**src/rtl/bmxcfg_pkg.sv**
```systemverilog
/*
 bus matrix configuration package: register offsets, field positions, reset values,
 arbitration modes and initiator indices.
 assumes a 32-bit word-addressed register port with byte addresses.
*/
package bmxcfg_pkg;
   localparam int          ADDR_W            = 8;
   localparam logic [7:0]  OFS_CFG           = 8'h00;
   localparam logic [7:0]  OFS_KPB           = 8'h10;
   localparam logic [7:0]  OFS_RAMSZ         = 8'h40;
   localparam logic [7:0]  OFS_IRQ_STAT      = 8'h80;
   localparam logic [7:0]  OFS_IRQ_MASK      = 8'h84;
   localparam logic [3:0]  ALIAS_CLR         = 4'h4;
   localparam logic [3:0]  ALIAS_SET         = 4'h8;
   localparam logic [3:0]  ALIAS_INV         = 4'hC;
   localparam int          BIT_ERR_SHARED    = 20;
   localparam int          BIT_ERR_DEBUG     = 19;
   localparam int          BIT_ERR_DMA       = 18;
   localparam int          BIT_ERR_DATA      = 17;
   localparam int          BIT_ERR_FETCH     = 16;
   localparam int          BIT_WAIT          = 6;
   localparam logic [31:0] CFG_WMASK         = 32'h001F_0047;
   localparam logic [31:0] CFG_RESET         = 32'h001F_0041;
   localparam logic [31:0] KPB_WMASK         = 32'h0000_FC00;
   localparam logic [31:0] KPB_RESET         = 32'h0000_0000;
   localparam logic [31:0] RAMSZ_DEFAULT     = 32'h0000_8000;
   localparam int          N_INIT            = 5;
   localparam logic [4:0]  IRQ_WMASK         = 5'h1F;
   localparam logic [4:0]  IRQ_RESET         = 5'h00;
   // initiator indices, matching the enable bit order from bit 16 upward
   localparam int          INI_FETCH         = 0;
   localparam int          INI_DATA          = 1;
   localparam int          INI_DMA           = 2;
   localparam int          INI_DEBUG         = 3;
   localparam int          INI_SHARED        = 4;

   typedef enum logic [2:0] {
      BMXCFG_ARB_MODE0 = 3'b000,
      BMXCFG_ARB_MODE1 = 3'b001,
      BMXCFG_ARB_MODE2 = 3'b010
   } bmxcfg_arb_e;
endpackage

```
**src/rtl/bmxcfg_alias_reg.sv**
```systemverilog
/*
 32-bit register with plain, clear, set and invert write ports.
 assumes strobes decoded by the parent; unwritable bits held at their reset value.
*/
`timescale 1ns/10ps
module bmxcfg_alias_reg
   import bmxcfg_pkg::*;
#(
   parameter logic [31:0] WMASK = 32'h0,
   parameter logic [31:0] RESET = 32'h0
) (
   input  wire logic        i_clk,    // system clock
   input  wire logic        i_rst,    // synchronous reset
   input  wire logic        i_wr,     // plain write
   input  wire logic        i_clr,    // clear-alias write
   input  wire logic        i_set,    // set-alias write
   input  wire logic        i_inv,    // invert-alias write
   input  wire logic [31:0] i_data,   // write data
   output logic      [31:0] o_q       // register value
);
   logic [31:0] q_reg;
   logic [31:0] q_next;
   wire  [31:0] m = i_data & WMASK;

   // unwritable bits always keep reset value, so reserved bits read as zero
   assign q_next = i_wr  ? ((q_reg & ~WMASK) | m) :
                   i_clr ? (q_reg & ~m) :
                   i_set ? (q_reg | m) :
                   i_inv ? (q_reg ^ m) : q_reg;

   always_ff @(posedge i_clk) begin
      if (i_rst) begin
         q_reg <= RESET;
      end else begin
         q_reg <= q_next;
      end
   end
   assign o_q = q_reg;
endmodule

```
**src/rtl/bmxcfg_err_gate.sv**
```systemverilog
/*
 per-initiator unmapped-access error gate: one cycle from request to error pulse.
 assumes unmapped decode and debug mode come from logic on the same clock.
*/
`timescale 1ns/10ps
module bmxcfg_err_gate
   import bmxcfg_pkg::*;
(
   input  wire logic              i_clk,      // system clock
   input  wire logic              i_rst,      // synchronous reset
   input  wire logic [N_INIT-1:0] i_unmapped, // unmapped access started, per initiator
   input  wire logic [N_INIT-1:0] i_enable,   // error enables
   input  wire logic              i_debug,    // cpu in debug mode
   output logic      [N_INIT-1:0] o_err       // error response pulses
);
   logic [N_INIT-1:0] err_reg;
   logic [N_INIT-1:0] qual;

   always_comb begin
      qual = i_enable;
      // cpu sources silenced in debug mode
      qual[INI_DATA]  = i_enable[INI_DATA]  & ~i_debug;
      qual[INI_FETCH] = i_enable[INI_FETCH] & ~i_debug;
   end

   always_ff @(posedge i_clk) begin
      if (i_rst) begin
         err_reg <= '0;
      end else begin
         err_reg <= i_unmapped & qual;
      end
   end
   assign o_err = err_reg;
endmodule

```
**src/rtl/bmxcfg_top.sv**
```systemverilog
/*
 bus matrix configuration block: configuration and kernel-base registers with aliases,
 error response gating per initiator, wait-state and arbitration outputs, error interrupt.
 assumes a single-cycle register port with read data one cycle after the read strobe,
 and unmapped-access decode supplied by the matrix on the same clock.
*/
// Decided for this implementation: the address map and the address-and-strobe port.
`timescale 1ns/10ps
module bmxcfg_top
   import bmxcfg_pkg::*;
(
   input  wire logic              i_clk,        // system clock 10 MHz
   input  wire logic              i_rst,        // synchronous reset, active high
   input  wire logic [ADDR_W-1:0] i_addr,       // register byte address
   input  wire logic [31:0]       i_wdata,      // write data
   input  wire logic              i_wr,         // write strobe
   input  wire logic              i_rd,         // read strobe
   output logic      [31:0]       o_rdata,      // read data, cycle after strobe
   input  wire logic [N_INIT-1:0] i_unmapped,   // unmapped access pulse per initiator
   input  wire logic              i_debug_mode, // cpu in debug mode
   output logic      [N_INIT-1:0] o_bus_err,    // error response per initiator
   output logic                   o_ram_wait,   // one wait state on cpu data ram
   output logic      [2:0]        o_arb_mode,   // arbitration mode select
   output logic      [15:0]       o_kern_base,  // kernel program base in data ram
   output logic                   o_irq         // error interrupt level
);
   ////////////////////////////////////////////////////////////////////////////////
   // address decode
   wire  [ADDR_W-1:0] base_addr = {i_addr[ADDR_W-1:4], 4'h0};
   wire  [3:0]        sub_addr  = i_addr[3:0];
   wire               hit_cfg   = (base_addr == OFS_CFG);
   wire               hit_kpb   = (base_addr == OFS_KPB);
   wire               hit_sz    = (i_addr == OFS_RAMSZ);
   wire               hit_stat  = (i_addr == OFS_IRQ_STAT);
   wire               hit_mask  = (i_addr == OFS_IRQ_MASK);
   wire               s_wr      = i_wr & (sub_addr == 4'h0);
   wire               s_clr     = i_wr & (sub_addr == ALIAS_CLR);
   wire               s_set     = i_wr & (sub_addr == ALIAS_SET);
   wire               s_inv     = i_wr & (sub_addr == ALIAS_INV);

   logic [31:0] cfg_q;
   logic [31:0] kpb_q;

   ////////////////////////////////////////////////////////////////////////////////
   // configuration register with aliases; reserved bits masked off
   bmxcfg_alias_reg #(
      .WMASK (CFG_WMASK),
      .RESET (CFG_RESET)
   ) u_cfg (
      .i_clk  (i_clk),
      .i_rst  (i_rst),
      .i_wr   (hit_cfg & s_wr),
      .i_clr  (hit_cfg & s_clr),
      .i_set  (hit_cfg & s_set),
      .i_inv  (hit_cfg & s_inv),
      .i_data (i_wdata),
      .o_q    (cfg_q)
   );

   // kernel base: only bits 15-10 writable, reset zero
   bmxcfg_alias_reg #(
      .WMASK (KPB_WMASK),
      .RESET (KPB_RESET)
   ) u_kpb (
      .i_clk  (i_clk),
      .i_rst  (i_rst),
      .i_wr   (hit_kpb & s_wr),
      .i_clr  (hit_kpb & s_clr),
      .i_set  (hit_kpb & s_set),
      .i_inv  (hit_kpb & s_inv),
      .i_data (i_wdata),
      .o_q    (kpb_q)
   );

   ////////////////////////////////////////////////////////////////////////////////
   // error response gating
   logic [N_INIT-1:0] err_w;
   wire  [N_INIT-1:0] err_en = cfg_q[BIT_ERR_SHARED:BIT_ERR_FETCH];

   bmxcfg_err_gate u_gate (
      .i_clk      (i_clk),
      .i_rst      (i_rst),
      .i_unmapped (i_unmapped),
      .i_enable   (err_en),
      .i_debug    (i_debug_mode),
      .o_err      (err_w)
   );

   ////////////////////////////////////////////////////////////////////////////////
   // interrupt status and mask
   logic [N_INIT-1:0] stat_reg;
   logic [N_INIT-1:0] stat_next;
   logic [N_INIT-1:0] mask_reg;
   logic [N_INIT-1:0] mask_next;
   wire               stat_w1c  = i_wr & hit_stat;
   wire               mask_wr   = i_wr & hit_mask;

   // a new error in the clear cycle survives the clear
   assign stat_next = (stat_reg & ~(stat_w1c ? i_wdata[N_INIT-1:0] : IRQ_RESET)) | err_w;
   assign mask_next = mask_wr ? (i_wdata[N_INIT-1:0] & IRQ_WMASK) : mask_reg;

   ////////////////////////////////////////////////////////////////////////////////
   // read mux
   logic [31:0] rd_next;
   assign rd_next = (hit_cfg & (sub_addr == 4'h0)) ? cfg_q :
                    (hit_kpb & (sub_addr == 4'h0)) ? kpb_q :
                    hit_sz   ? RAMSZ_DEFAULT :
                    hit_stat ? {27'h0, stat_reg} :
                    hit_mask ? {27'h0, mask_reg} : 32'h0;

   ////////////////////////////////////////////////////////////////////////////////
   // output registers
   logic [31:0]       rdata_reg;
   logic [N_INIT-1:0] bus_err_reg;
   logic              wait_reg;
   logic [2:0]        arb_reg;
   logic [15:0]       kern_reg;
   logic              irq_reg;

   always_ff @(posedge i_clk) begin
      if (i_rst) begin
         stat_reg <= IRQ_RESET;
         mask_reg <= IRQ_RESET;
      end else begin
         stat_reg <= stat_next;
         mask_reg <= mask_next;
      end
   end

   always_ff @(posedge i_clk) begin
      if (i_rst) begin
         rdata_reg <= 32'h0;
      end else begin
         rdata_reg <= i_rd ? rd_next : 32'h0;
      end
   end

   // outputs lag the registers by one cycle, except irq, which is built from the next status and mask and does not lag
   always_ff @(posedge i_clk) begin
      if (i_rst) begin
         bus_err_reg <= '0;
         wait_reg    <= CFG_RESET[BIT_WAIT];
         arb_reg     <= BMXCFG_ARB_MODE1;
         kern_reg    <= KPB_RESET[15:0];
         irq_reg     <= 1'b0;
      end else begin
         bus_err_reg <= err_w;
         wait_reg    <= cfg_q[BIT_WAIT];
         arb_reg     <= cfg_q[2:0];
         kern_reg    <= kpb_q[15:0];
         irq_reg     <= |(stat_next & mask_next);
      end
   end

   assign o_rdata     = rdata_reg;
   assign o_bus_err   = bus_err_reg;
   assign o_ram_wait  = wait_reg;
   assign o_arb_mode  = arb_reg;
   assign o_kern_base = kern_reg;
   assign o_irq       = irq_reg;
endmodule

```
**config.mk**
```make
export PLATFORM = sky130hd
export DESIGN_NAME = bmxcfg_top
export DESIGN_NICKNAME = d
export VERILOG_FILES = /design/src/rtl/bmxcfg_pkg.sv /design/src/rtl/bmxcfg_alias_reg.sv /design/src/rtl/bmxcfg_err_gate.sv /design/src/rtl/bmxcfg_top.sv
export SDC_FILE = /design/constraint.sdc
export NUM_CORES = 1
export LEC_CHECK = 0
export BUFFER_PORTS_ARGS = -buffer_cell sky130_fd_sc_hd__buf_2
export CORE_ASPECT_RATIO = 1.4
export CORE_UTILIZATION = 50
export DETAILED_ROUTE_END_ITERATION = 7
export GPL_TIMING_DRIVEN = 0
export PLACE_DENSITY = 0.84
export SETUP_SLACK_MARGIN = 0.05
export SKIP_CTS_REPAIR_TIMING = 1
export SLEW_MARGIN = 20
export SYNTH_ARGS = -nofsm -noshare
export SYNTH_HDL_FRONTEND = slang
export SYNTH_HIERARCHICAL = 1
export SYNTH_SLANG_ARGS = --single-unit
```
**constraint.sdc**
```tcl
create_clock -name i_clk -period 2.5 [get_ports i_clk]
set_clock_uncertainty 0.05 [all_clocks]
set_input_delay 0.25 -clock i_clk [delete_from_list [all_inputs] [get_ports i_clk]]
set_output_delay 0.25 -clock i_clk [all_outputs]
set_load 0.05 [all_outputs]
```
==> results by group, run 1 <==
Outcome
  – Status: completed

Global route
  – GR peak layer: met2
  – Met1 GRT Util: 26.0%
  – Met2 Resource Use GR: 39.4%
  – GR Overflow Total: 0
  – Vias in the first global route: 3614
  – Met3 Usage GRT: 5.20%
  – Initial antenna violation count: 0
  – First-pass GRT wire length: 16200 um
  – Largest net degree at the start of global routing: 14
  – Total Routing Usage GR: 23.2%

Place
  – Post-place instance area: 5110 sq um
  – PortBufs: 92
  – Placer Congestion: 0.966
  – Dpl ws: -0.0417 ns
  – Hpwl dp: 7470 um
  – Cells after DPL: 712

Setup path
  – Worst EP arrival: 2.43 ns
  – CP Data Required Time: 2.70 ns
  – Crit Path Class: primary input to register
  – CP startpoint kind: primary input
  – Crit. End Element: register
  – Worst-path maximum fanout: 10
  – FF-to-FF path depth: 4

Routing
  – Pre-Repair DR Iteration Count: 4
  – WL final: 9930 um
  – Iter 0 DRT Violations: 220
  – Via density: 5.04
  – DRC: 0
  – DR WL/cell: 13.7 um
  – Antenna-violating nets left: 0
  – Via count: 3662

Timing
  – Final setup viols: 0
  – Final worst-path cycle share: 89.1%
  – Final hold vios: 0
  – Total negative setup slack: 0 ns
  – FMAX: 0.449 GHz
  – Worst-Margin Slew: 0.543 ns
  – RSZ-0062 raised after global routing: false
  – PnR worst setup slack: 0.272 ns
  – Max-slew headroom: 63.7%
  – Crit path time final: 2.23 ns
  – Final slew viol count: 0

Layout
  – Multi-input combinational cell area: 2130 sq um
  – Final Instance Count excl. Fillers: 727
  – Max FFs per register: 32
  – Final net count: 701
  – Ratio of cells with drive above 1 in the final layout: 29.9%
  – Inserted Diodes: 0
  – Area Overhead vs Synth: 24.2%
  – Final Cell Area: 5400 sq um
  – Filler cells: 691
  – Storage element area: 1760 sq um

Yosys
  – Synthesis-stage register bit count: 88
  – Primary FF master, synth: dfxtp_1
  – Post-synthesis area per instance: 9.23 sq um
  – Synth cell types: 50
  – Cell Area, Synth: 4350 sq um
  – Cell taking the most area after synthesis: dfxtp_1
  – Syn Inst Count: 471
  – Synth area leaders: dfxtp_1, buf_4, ha_1
  – EDFF count, synth: 0
  – Share of flip-flops with an asynchronous set or reset: 0%
  – Seq/Total Area, Yosys: 40.5%
  – Synth warnings: 6
  – Synth top area share: 40.5%

Clocking
  – Total CTS buffers: 9
  – Max clock buf depth: 2
  – Root Buffer: clkbuf_16
  – H-tree depth: 3
  – Clock slew at reported path FFs: 0.06 ns
  – Sink Count: 88
  – CTS tree: done
  – Clk_lat worst skew: 0.34 ns

Floorplanning
  – Initial core utilization: 52.4%
  – Die X: 80.8 um
  – I/O Pins: 108
  – Die ar.: 9080 sq um
  – Die span in y: 112 um
  – Core area: 8300 sq um
  – Row cnt: 39

Run
  – Max_cap viols: 0

Hold path
  – Hold Crit Class: primary input to register
  – Hold path cells: 2

Pwr
  – PwrDens: 560 nW/um^2
  – Leakage: 0.00261 uW
  – Max IR drop VDD: 0.468 mV
==> layer usage <==
layer  vias up  routed length [um]
li1       1822                   -
met1      1679                3950
met2       137                5060
met3        24                 603
met4         0                 319
met5         -                   0
==> critical path: stages <==
cell      delay (ns)
buf_2           0.14
or4_4           0.59
nor2_4          0.21
buf_4           0.21
and2_1          0.21
clkbuf_1        0.41
a21oi_1         0.14
a311oi_1        0.26
==> synth_stat cells (all sizes together), types with 4 or more instances <==
cell,number
a22oi,48
a31oi,9
and3b,4
a211oi,6
nor2b,31
and2,4
clkbuf,9
nor2,56
o311ai,5
and2b,6
o21ai,8
ha,30
mux2i,5
a21oi,9
nand2,10
inv,37
dfxtp,88
nor3,8
buf,63
==> final cells by class <==
| class | count | share of cell area [%] |
|---|---|---|
| multi-input combinational | 321 | 39.4 |
| sequential | 88 | 32.6 |
| buffer | 72 | 9.15 |
| timing repair buffer | 92 | 8.53 |
| clock buffer | 11 | 4.49 |
| inverter | 37 | 2.57 |
| tap | 102 | 2.36 |
| clock inverter | 4 | 0.834 |
==> metrics by stage <==
stage | hold WS, ns | power, uW | util (%)
CTS | 0.123 | 3040 | 65.1
floorplan | 0.273 | 1660 | -
finish | 0.133 | 3020 | 65.1
global route | 0.128 | 3140 | 65.1
global placement | 0.423 | 1730 | 61.6
detailed placement | 0.436 | 1740 | 61.6
==> logic make-up after synthesis <==
group                    Yosys count  share of synthesized area, %
AO/OA/AOI/OAI                    100                          16.6
adder cells (fa/ha/maj)           30                          8.63
buffers and inverters            109                          14.6
flip-flops                        88                          40.5
multiplexers                       6                          1.41
other                              2                         0.173
AND/OR/NAND/NOR                  136                          18.1
==> placed cells by master, fill, tap and decap left out, drive strengths merged, types with 2 or more instances in the layout <==
| cell type | instances |
|---|---|
| conb | 49 |
| inv | 37 |
| and2b | 6 |
| a22oi | 48 |
| and4bb | 2 |
| nand4 | 2 |
| clkbuf | 20 |
| buf | 155 |
| or4 | 3 |
| nor2b | 31 |
| o21ai | 8 |
| a41oi | 3 |
| or2 | 3 |
| o311ai | 5 |
| dfxtp | 88 |
| nor4b | 2 |
| o21ba | 2 |
| o211ai | 2 |
| a31oi | 9 |
| and2 | 4 |
| mux2i | 5 |
| clkinv | 3 |
| and3b | 4 |
| a211oi | 6 |
| nor3 | 8 |
| nand2 | 10 |
| ha | 30 |
| a21oi | 9 |
| o21bai | 2 |
| nor2 | 56 |
==> where the power goes <==
group	switching (uW)	leakage [uW]	total, uW	internal, uW
Sequential	10.9	0.000715	1440	1430
Clock	512	0.000145	1300	790
Combinational	164	0.00175	284	120
Total	687	0.00261	3020	2340
==> path summary, 6_finish.rpt <==
| path | slack [ns] | end | startpoint |
|---|---|---|---|
| hold / removal | 0.13 | u_gate/o_err[4] | i_unmapped[4] |
| setup / recovery | 0.27 | u_cfg/o_q[1] | i_addr[5] |
| setup reg to reg | 1.05 | u_kpb/o_q[13] | u_kpb/o_q[13] |
| hold reg to reg | 0.44 | o_bus_err[1] | u_gate/o_err[1] |
(Power assumes the default switching activity.)
==> run 2: changes to the inputs <==
Settings changed: CORE_UTILIZATION 50 to 49, PLACE_DENSITY 0.84 to 0.85.
Clock period 2.5 ns to 1.85 ns, I/O delays scaled along.
==> run 2 against run 1 <==
Setup slack got worse by 0.25 ns. Register-to-register slack worse by 0.71 ns. Sequential power is 35% higher. First-iteration DRC count increased by 18%. Cell count rose by 2.1%. Total power increased by 39%. Global-route usage rose by 1.1 points. Combinational power up 43%. Non-clock buffer count is 11 higher. Core utilization is 0.44 points higher. Wire length rose by 15%. Worst hold slack worse by 0.060 ns.
==> results by group, run 2 (synthesized netlist as in run 1, its figures left out) <==
Pwr
  – PwrDens: 743 nW/um^2 (+33%)
  – Max IR drop VDD: 0.697 mV (+49%)
  – Leakage: 0.00271 uW (+3.7%)
  – Power, Total: 4190 uW (+39%)

Global route
  – First-pass GRT wire length: 17300 um (+6.2%)
  – GR Overflow Total: 0 (unchanged)
  – Total Routing Usage GR: 24.4% (+1.1 points)
  – Vias in the first global route: 3830 (+6.0%)
  – Largest net degree at the start of global routing: 16 (+2)
  – Initial antenna violation count: 0 (unchanged)

Setup path
  – Reg2reg end: u_kpb/o_q[15]
  – Worst EP arrival: 1.98 ns (-0.45 ns)
  – FF-to-FF path depth: 4 (unchanged)
  – Crit path max-delay cell type: or4_4
  – Critical-path cell list: buf_8 -> or4_4 -> nor2_4 -> buf_6 -> and2_4 -> or4_4 -> buf_6 -> nor2b_4 -> a31oi_1
  – Crit Reg-Reg Startpoint: u_kpb/o_q[15]
  – CP startpoint kind: primary input
  – Crit. End Element: register
  – Worst-path maximum fanout: 7 (-3)
  – Crit Path Class: primary input to register
  – R2R setup slack: 0.34 ns (-0.71 ns)
  – Worst setup endpoint: u_cfg/o_q[0]
  – Setup crit start: i_addr[7]
  – CP Data Required Time: 2.01 ns (-0.69 ns)
  – CP max stage delay: 0.60 ns (about the same)

Floorplanning
  – Row cnt: 40 (+2.6%)
  – Die span in y: 113 um (+1.0%)
  – Core area: 8610 sq um (+3.8%)
  – Die ar.: 9260 sq um (+2.0%)
  – I/O Pins: 108 (unchanged)
  – Die X: 81.6 um (+0.99%)
  – Initial core utilization: 50.5% (-1.9 points)

Place
  – Placer Congestion: 0.878 (-9.1%)
  – Cells after DPL: 715 (+0.42%)
  – PortBufs: 92 (unchanged)
  – Post-place instance area: 5150 sq um (+0.69%)
  – Hpwl dp: 7960 um (+6.5%)

Routing
  – Via density: 5.20 (+3.3%)
  – DRC: 0 (unchanged)
  – Iter 0 DRT Violations: 260 (+18%)
  – Via count: 3860 (+5.4%)
  – Pre-Repair DR Iteration Count: 6 (+2)
  – WL final: 11400 um (+15%)
  – Antenna-violating nets left: 0 (unchanged)
  – DR WL/cell: 15.4 um (+13%)

Layout
  – Final Instance Count excl. Fillers: 742 (+2.1%)
  – Filler cells: 666 (-3.6%)
  – Ratio of cells with drive above 1 in the final layout: 34.5% (+4.6 points)
  – Inserted Diodes: 0 (unchanged)
  – Highest-count cells in the layout ignoring fill and taps: buf_2, dfxtp_1, buf_4
  – Final net count: 712 (+1.6%)
  – Area Overhead vs Synth: 29.8%
  – Final Cell Area: 5640 sq um (+4.5%)
  – Max FFs per register: 32 (unchanged)
  – Multi-input combinational cell area: 2210 sq um (+3.9%)
  – Most common cell after layout, fill and taps aside: buf_2
  – Storage element area: 1760 sq um (unchanged)

Timing
  – Final worst-path cycle share: 98.6%
  – FMAX: 0.548 GHz
  – Final hold vios: 0 (unchanged)
  – Max-slew headroom: 64.1% (+0.38 points)
  – RSZ-0062 raised after global routing: true
  – Total negative setup slack: 0 ns (unchanged)
  – Crit path time final: 1.82 ns
  – Worst-Margin Slew: 0.539 ns (-0.00362 ns)
  – Final setup viols: 0 (unchanged)
  – WHS: 0.0729 ns (-0.0603 ns)
  – Final slew viol count: 0 (unchanged)

Clocking
  – Clock slew at reported path FFs: 0.07 ns (about the same)
  – Root Buffer: clkbuf_16
  – H-tree depth: 3 (unchanged)
  – Sink Count: 88 (unchanged)
  – Max clock buf depth: 2 (unchanged)
  – Clk_lat worst skew: 0.34 ns (about the same)
  – CTS tree: done
  – Total CTS buffers: 9 (unchanged)

Hold path
  – Hold Crit Class: primary input to register
  – Hold_sp: i_unmapped[4]

Outcome
  – Status: completed

Run
  – Max_cap viols: 0 (unchanged)
## run 2: changes by cell type in the layout (fill, tap and decap cells not counted), moves of 3 or more
cell        change
buf_2           -5
clkinvlp_4      +3
buf_6           +4
nor2_1          -3
buf_4          +11
clkbuf_2        +3
clkbuf_1        -6
## run 2: how the worst min path moves through the flow
stage,end,slack (ns),cells past startpoint
3_3_place_gp,stat_reg[2],0.40,2
3_5_place_dp,stat_reg[2],0.42,2
2_1_floorplan,u_kpb/o_q[10],0.21,1
6_report,u_gate/o_err[4],0.07,2
4_1_cts,u_gate/o_err[3],0.07,2
5_1_grt,u_gate/o_err[4],0.07,2
## run 2: critical path, delay by kind of cell
| kind | cells | cell delay (ns) |
|---|---|---|
| AO/OA/AOI/OAI | 1 | 0.12 |
| buffers and inverters | 3 | 0.33 |
| AND/OR/NAND/NOR | 5 | 1.35 |
## run 2: power breakdown
group / switching [uW] / total [uW] / internal [uW]
Combinational: 233 / 406 / 173
Sequential: 15.9 / 1940 / 1930
Clock: 761 / 1850 / 1080
## run 2: final cells by class
| cell class | instances | area share, % |
|---|---|---|
| multi-input combinational | 321 | 39.2 |
| sequential | 88 | 31.2 |
| timing repair buffer | 104 | 10.2 |
| buffer | 71 | 9.18 |
| clock buffer | 10 | 4.24 |
| inverter | 37 | 2.46 |
| tap | 105 | 2.33 |
| clock inverter | 6 | 1.18 |
## run 2: through the flow
stage | worst slack (ns) | utilization, %
3_3_place_gp | -0.477 | 59.8
4_1_cts | -0.275 | 63.3
3_5_place_dp | -0.555 | 59.8
6_report | 0.0253 | 65.5
2_1_floorplan | -0.0837 | -
5_1_grt | -0.0192 | 65.5
## run 2: metal layers
| metal | routed length [um] | global-route usage [%] |
|---|---|---|
| met1 | 4280 | 25.7 |
| met5 | 0 | 0 |
| met2 | 6130 | 44.2 |
| met4 | 340 | 12.0 |
| met3 | 664 | 5.60 |
==> run 3: changes to the inputs <==
Settings changed: CORE_UTILIZATION 49 to 50, PLACE_DENSITY 0.85 to 0.84.
Clock period 1.85 ns to 2.35 ns, I/O delays scaled along.
==> run 3 against run 2 <==
Critical path type unchanged. Register-to-register slack better by 0.56 ns. Flip-flop and latch count unchanged. Largest power group unchanged. Cell count down 2.0%. Highest routed layer unchanged. Clock-buffer cell count up 1. Setup slack better by 0.13 ns. Global-route usage down 1.1 points. Wire length down 13%.
==> results by group, run 3 (synthesized netlist as in run 1, its figures left out) <==
Setup path
  – Critical-path cell list: buf_2 -> or4b_4 -> nor2_4 -> buf_2 -> and2_1 -> buf_6 -> nor2b_1 -> a221o_2 -> a211oi_1
  – Worst-path maximum fanout: 10 (+3)
  – Crit. End Element: register
  – CP max stage delay: 0.59 ns (about the same)
  – Worst EP arrival: 2.40 ns (+0.42 ns)
  – CP startpoint kind: primary input
  – Crit path max-delay cell type: or4b_4
  – CP Data Required Time: 2.55 ns (+0.54 ns)
  – CP dominant cell by count: buf_2
  – Crit Path Class: primary input to register

Floorplanning
  – Die ar.: 9080 sq um (-2.0%)
  – Die X: 80.8 um (-0.98%)
  – Die span in y: 112 um (-0.99%)
  – Core area: 8300 sq um (-3.6%)
  – Initial core utilization: 52.4% (+1.9 points)
  – Row cnt: 39 (-2.5%)
  – I/O Pins: 108 (unchanged)

Run
  – Max_cap viols: 0 (unchanged)

Timing
  – Final slew viol count: 0 (unchanged)
  – Final setup viols: 0 (unchanged)
  – Max-slew headroom: 63.3% (-0.77 points)
  – Worst-Margin Slew: 0.549 ns (+0.00955 ns)
  – RSZ-0062 raised after global routing: false
  – WHS: 0.116 ns (+0.0429 ns)
  – Crit path time final: 2.20 ns
  – FMAX: 0.455 GHz
  – Final worst-path cycle share: 93.6%
  – Final hold vios: 0 (unchanged)

Routing
  – DR top layer: met4
  – Met1 wire length: 3900 um (-9.1%)
  – DRC: 0 (unchanged)
  – DR WL/cell: 13.6 um (-11%)
  – Antenna-violating nets left: 0 (unchanged)
  – Pre-Repair DR Iteration Count: 4 (-2)
  – Met3 wire length: 635 um (-4.4%)
  – Via density: 5.05 (-2.9%)
  – Via count: 3671 (-4.9%)
  – Iter 0 DRT Violations: 220 (-15%)
  – Met2 wire length: 5060 um (-17%)
  – WL final: 9920 um (-13%)

Layout
  – Most common cell after layout, fill and taps aside: buf_2
  – Final net count: 701 (-1.5%)
  – Ratio of cells with drive above 1 in the final layout: 30.1% (-4.5 points)
  – Highest-count cells in the layout ignoring fill and taps: buf_2, dfxtp_1, nor2_1
  – Area Overhead vs Synth: 24.2%
  – Max FFs per register: 32 (unchanged)
  – Final core utilization: 65.1% (-0.42 points)
  – Final Cell Area: 5400 sq um (-4.3%)
  – Filler cells: 690 (+3.6%)
  – Inserted Diodes: 0 (unchanged)

Clocking
  – Clk_lat worst skew: 0.34 ns (about the same)
  – Sink Count: 88 (unchanged)
  – Total CTS buffers: 9 (unchanged)
  – Root Buffer: clkbuf_16
  – Clock slew at reported path FFs: 0.06 ns (about the same)
  – H-tree depth: 3 (unchanged)
  – Max clock buf depth: 2 (unchanged)
  – CTS tree: done

Pwr
  – Leakage: 0.00262 uW (-3.4%)
  – Max IR drop VDD: 0.498 mV (-28%)
  – Power, Total: 3220 uW (-23%)
  – PwrDens: 596 nW/um^2 (-20%)

Global route
  – GR Overflow Total: 0 (unchanged)
  – Largest net degree at the start of global routing: 14 (-2)
  – First-pass GRT wire length: 16200 um (-5.8%)
  – Total Routing Usage GR: 23.2% (-1.1 points)
  – Initial antenna violation count: 0 (unchanged)
  – Vias in the first global route: 3614 (-5.6%)

Place
  – Placer Congestion: 0.966 (+10%)
  – Hpwl dp: 7470 um (-6.1%)
  – PortBufs: 92 (unchanged)
  – Post-place instance area: 5110 sq um (-0.68%)

Hold path
  – Hold Crit Class: primary input to register

Outcome
  – Status: completed
-- run 3: path summary, 6_finish.rpt --
path / startpoint / end / slack, ns / cells after the start
worst max-delay path: i_addr[5] / u_kpb/o_q[14] / 0.15 / 9
worst min-delay path: i_unmapped[4] / u_gate/o_err[4] / 0.12 / 2
worst max register to register: u_kpb/o_q[11] / u_kpb/o_q[11] / 0.90 / 4
worst min register to register: u_gate/o_err[1] / o_bus_err[1] / 0.44 / 1
-- run 3: worst max-delay path: cells and delay by family --
family	cells	cell delay [ns]
AOI/OAI and AO/OA	2	0.56
and+or+nand+nor	4	1.07
buffers and inverters	3	0.54
-- run 3: routing by layer --
layer / track usage, % / vias up
li1: - / 1822
met1: 26.0 / 1688
met2: 39.4 / 135
met3: 5.20 / 26
met4: 13.7 / 0
met5: 0 / -
-- run 3: report_power, final --
group	internal, uW	switching (uW)	total [uW]
logic	128	174	302
registers	1520	11.5	1530
clock network	840	546	1390
-- run 3: stage by stage --
| stage | instances | setup TNS [ns] | worst slack [ns] |
|---|---|---|---|
| CTS | 727 | 0 | 0.162 |
| global route | 727 | 0 | 0.0621 |
| global placement | 712 | -0.785 | -0.130 |
| floorplan | 518 | 0 | 0.270 |
| detailed placement | 712 | -1.40 | -0.177 |
| finish | 727 | 0 | 0.150 |
-- run 3: final cells by class --
cell class / instances / area, sq um / share of cell area, %
timing repair buffer: 92 / 460 / 8.52
clock inverter: 4 / 45.0 / 0.834
buffer: 72 / 495 / 9.17
inverter: 37 / 139 / 2.57
clock buffer: 11 / 243 / 4.49
multi-input combinational: 321 / 2130 / 39.4
tap: 102 / 128 / 2.36
sequential: 88 / 1760 / 32.6
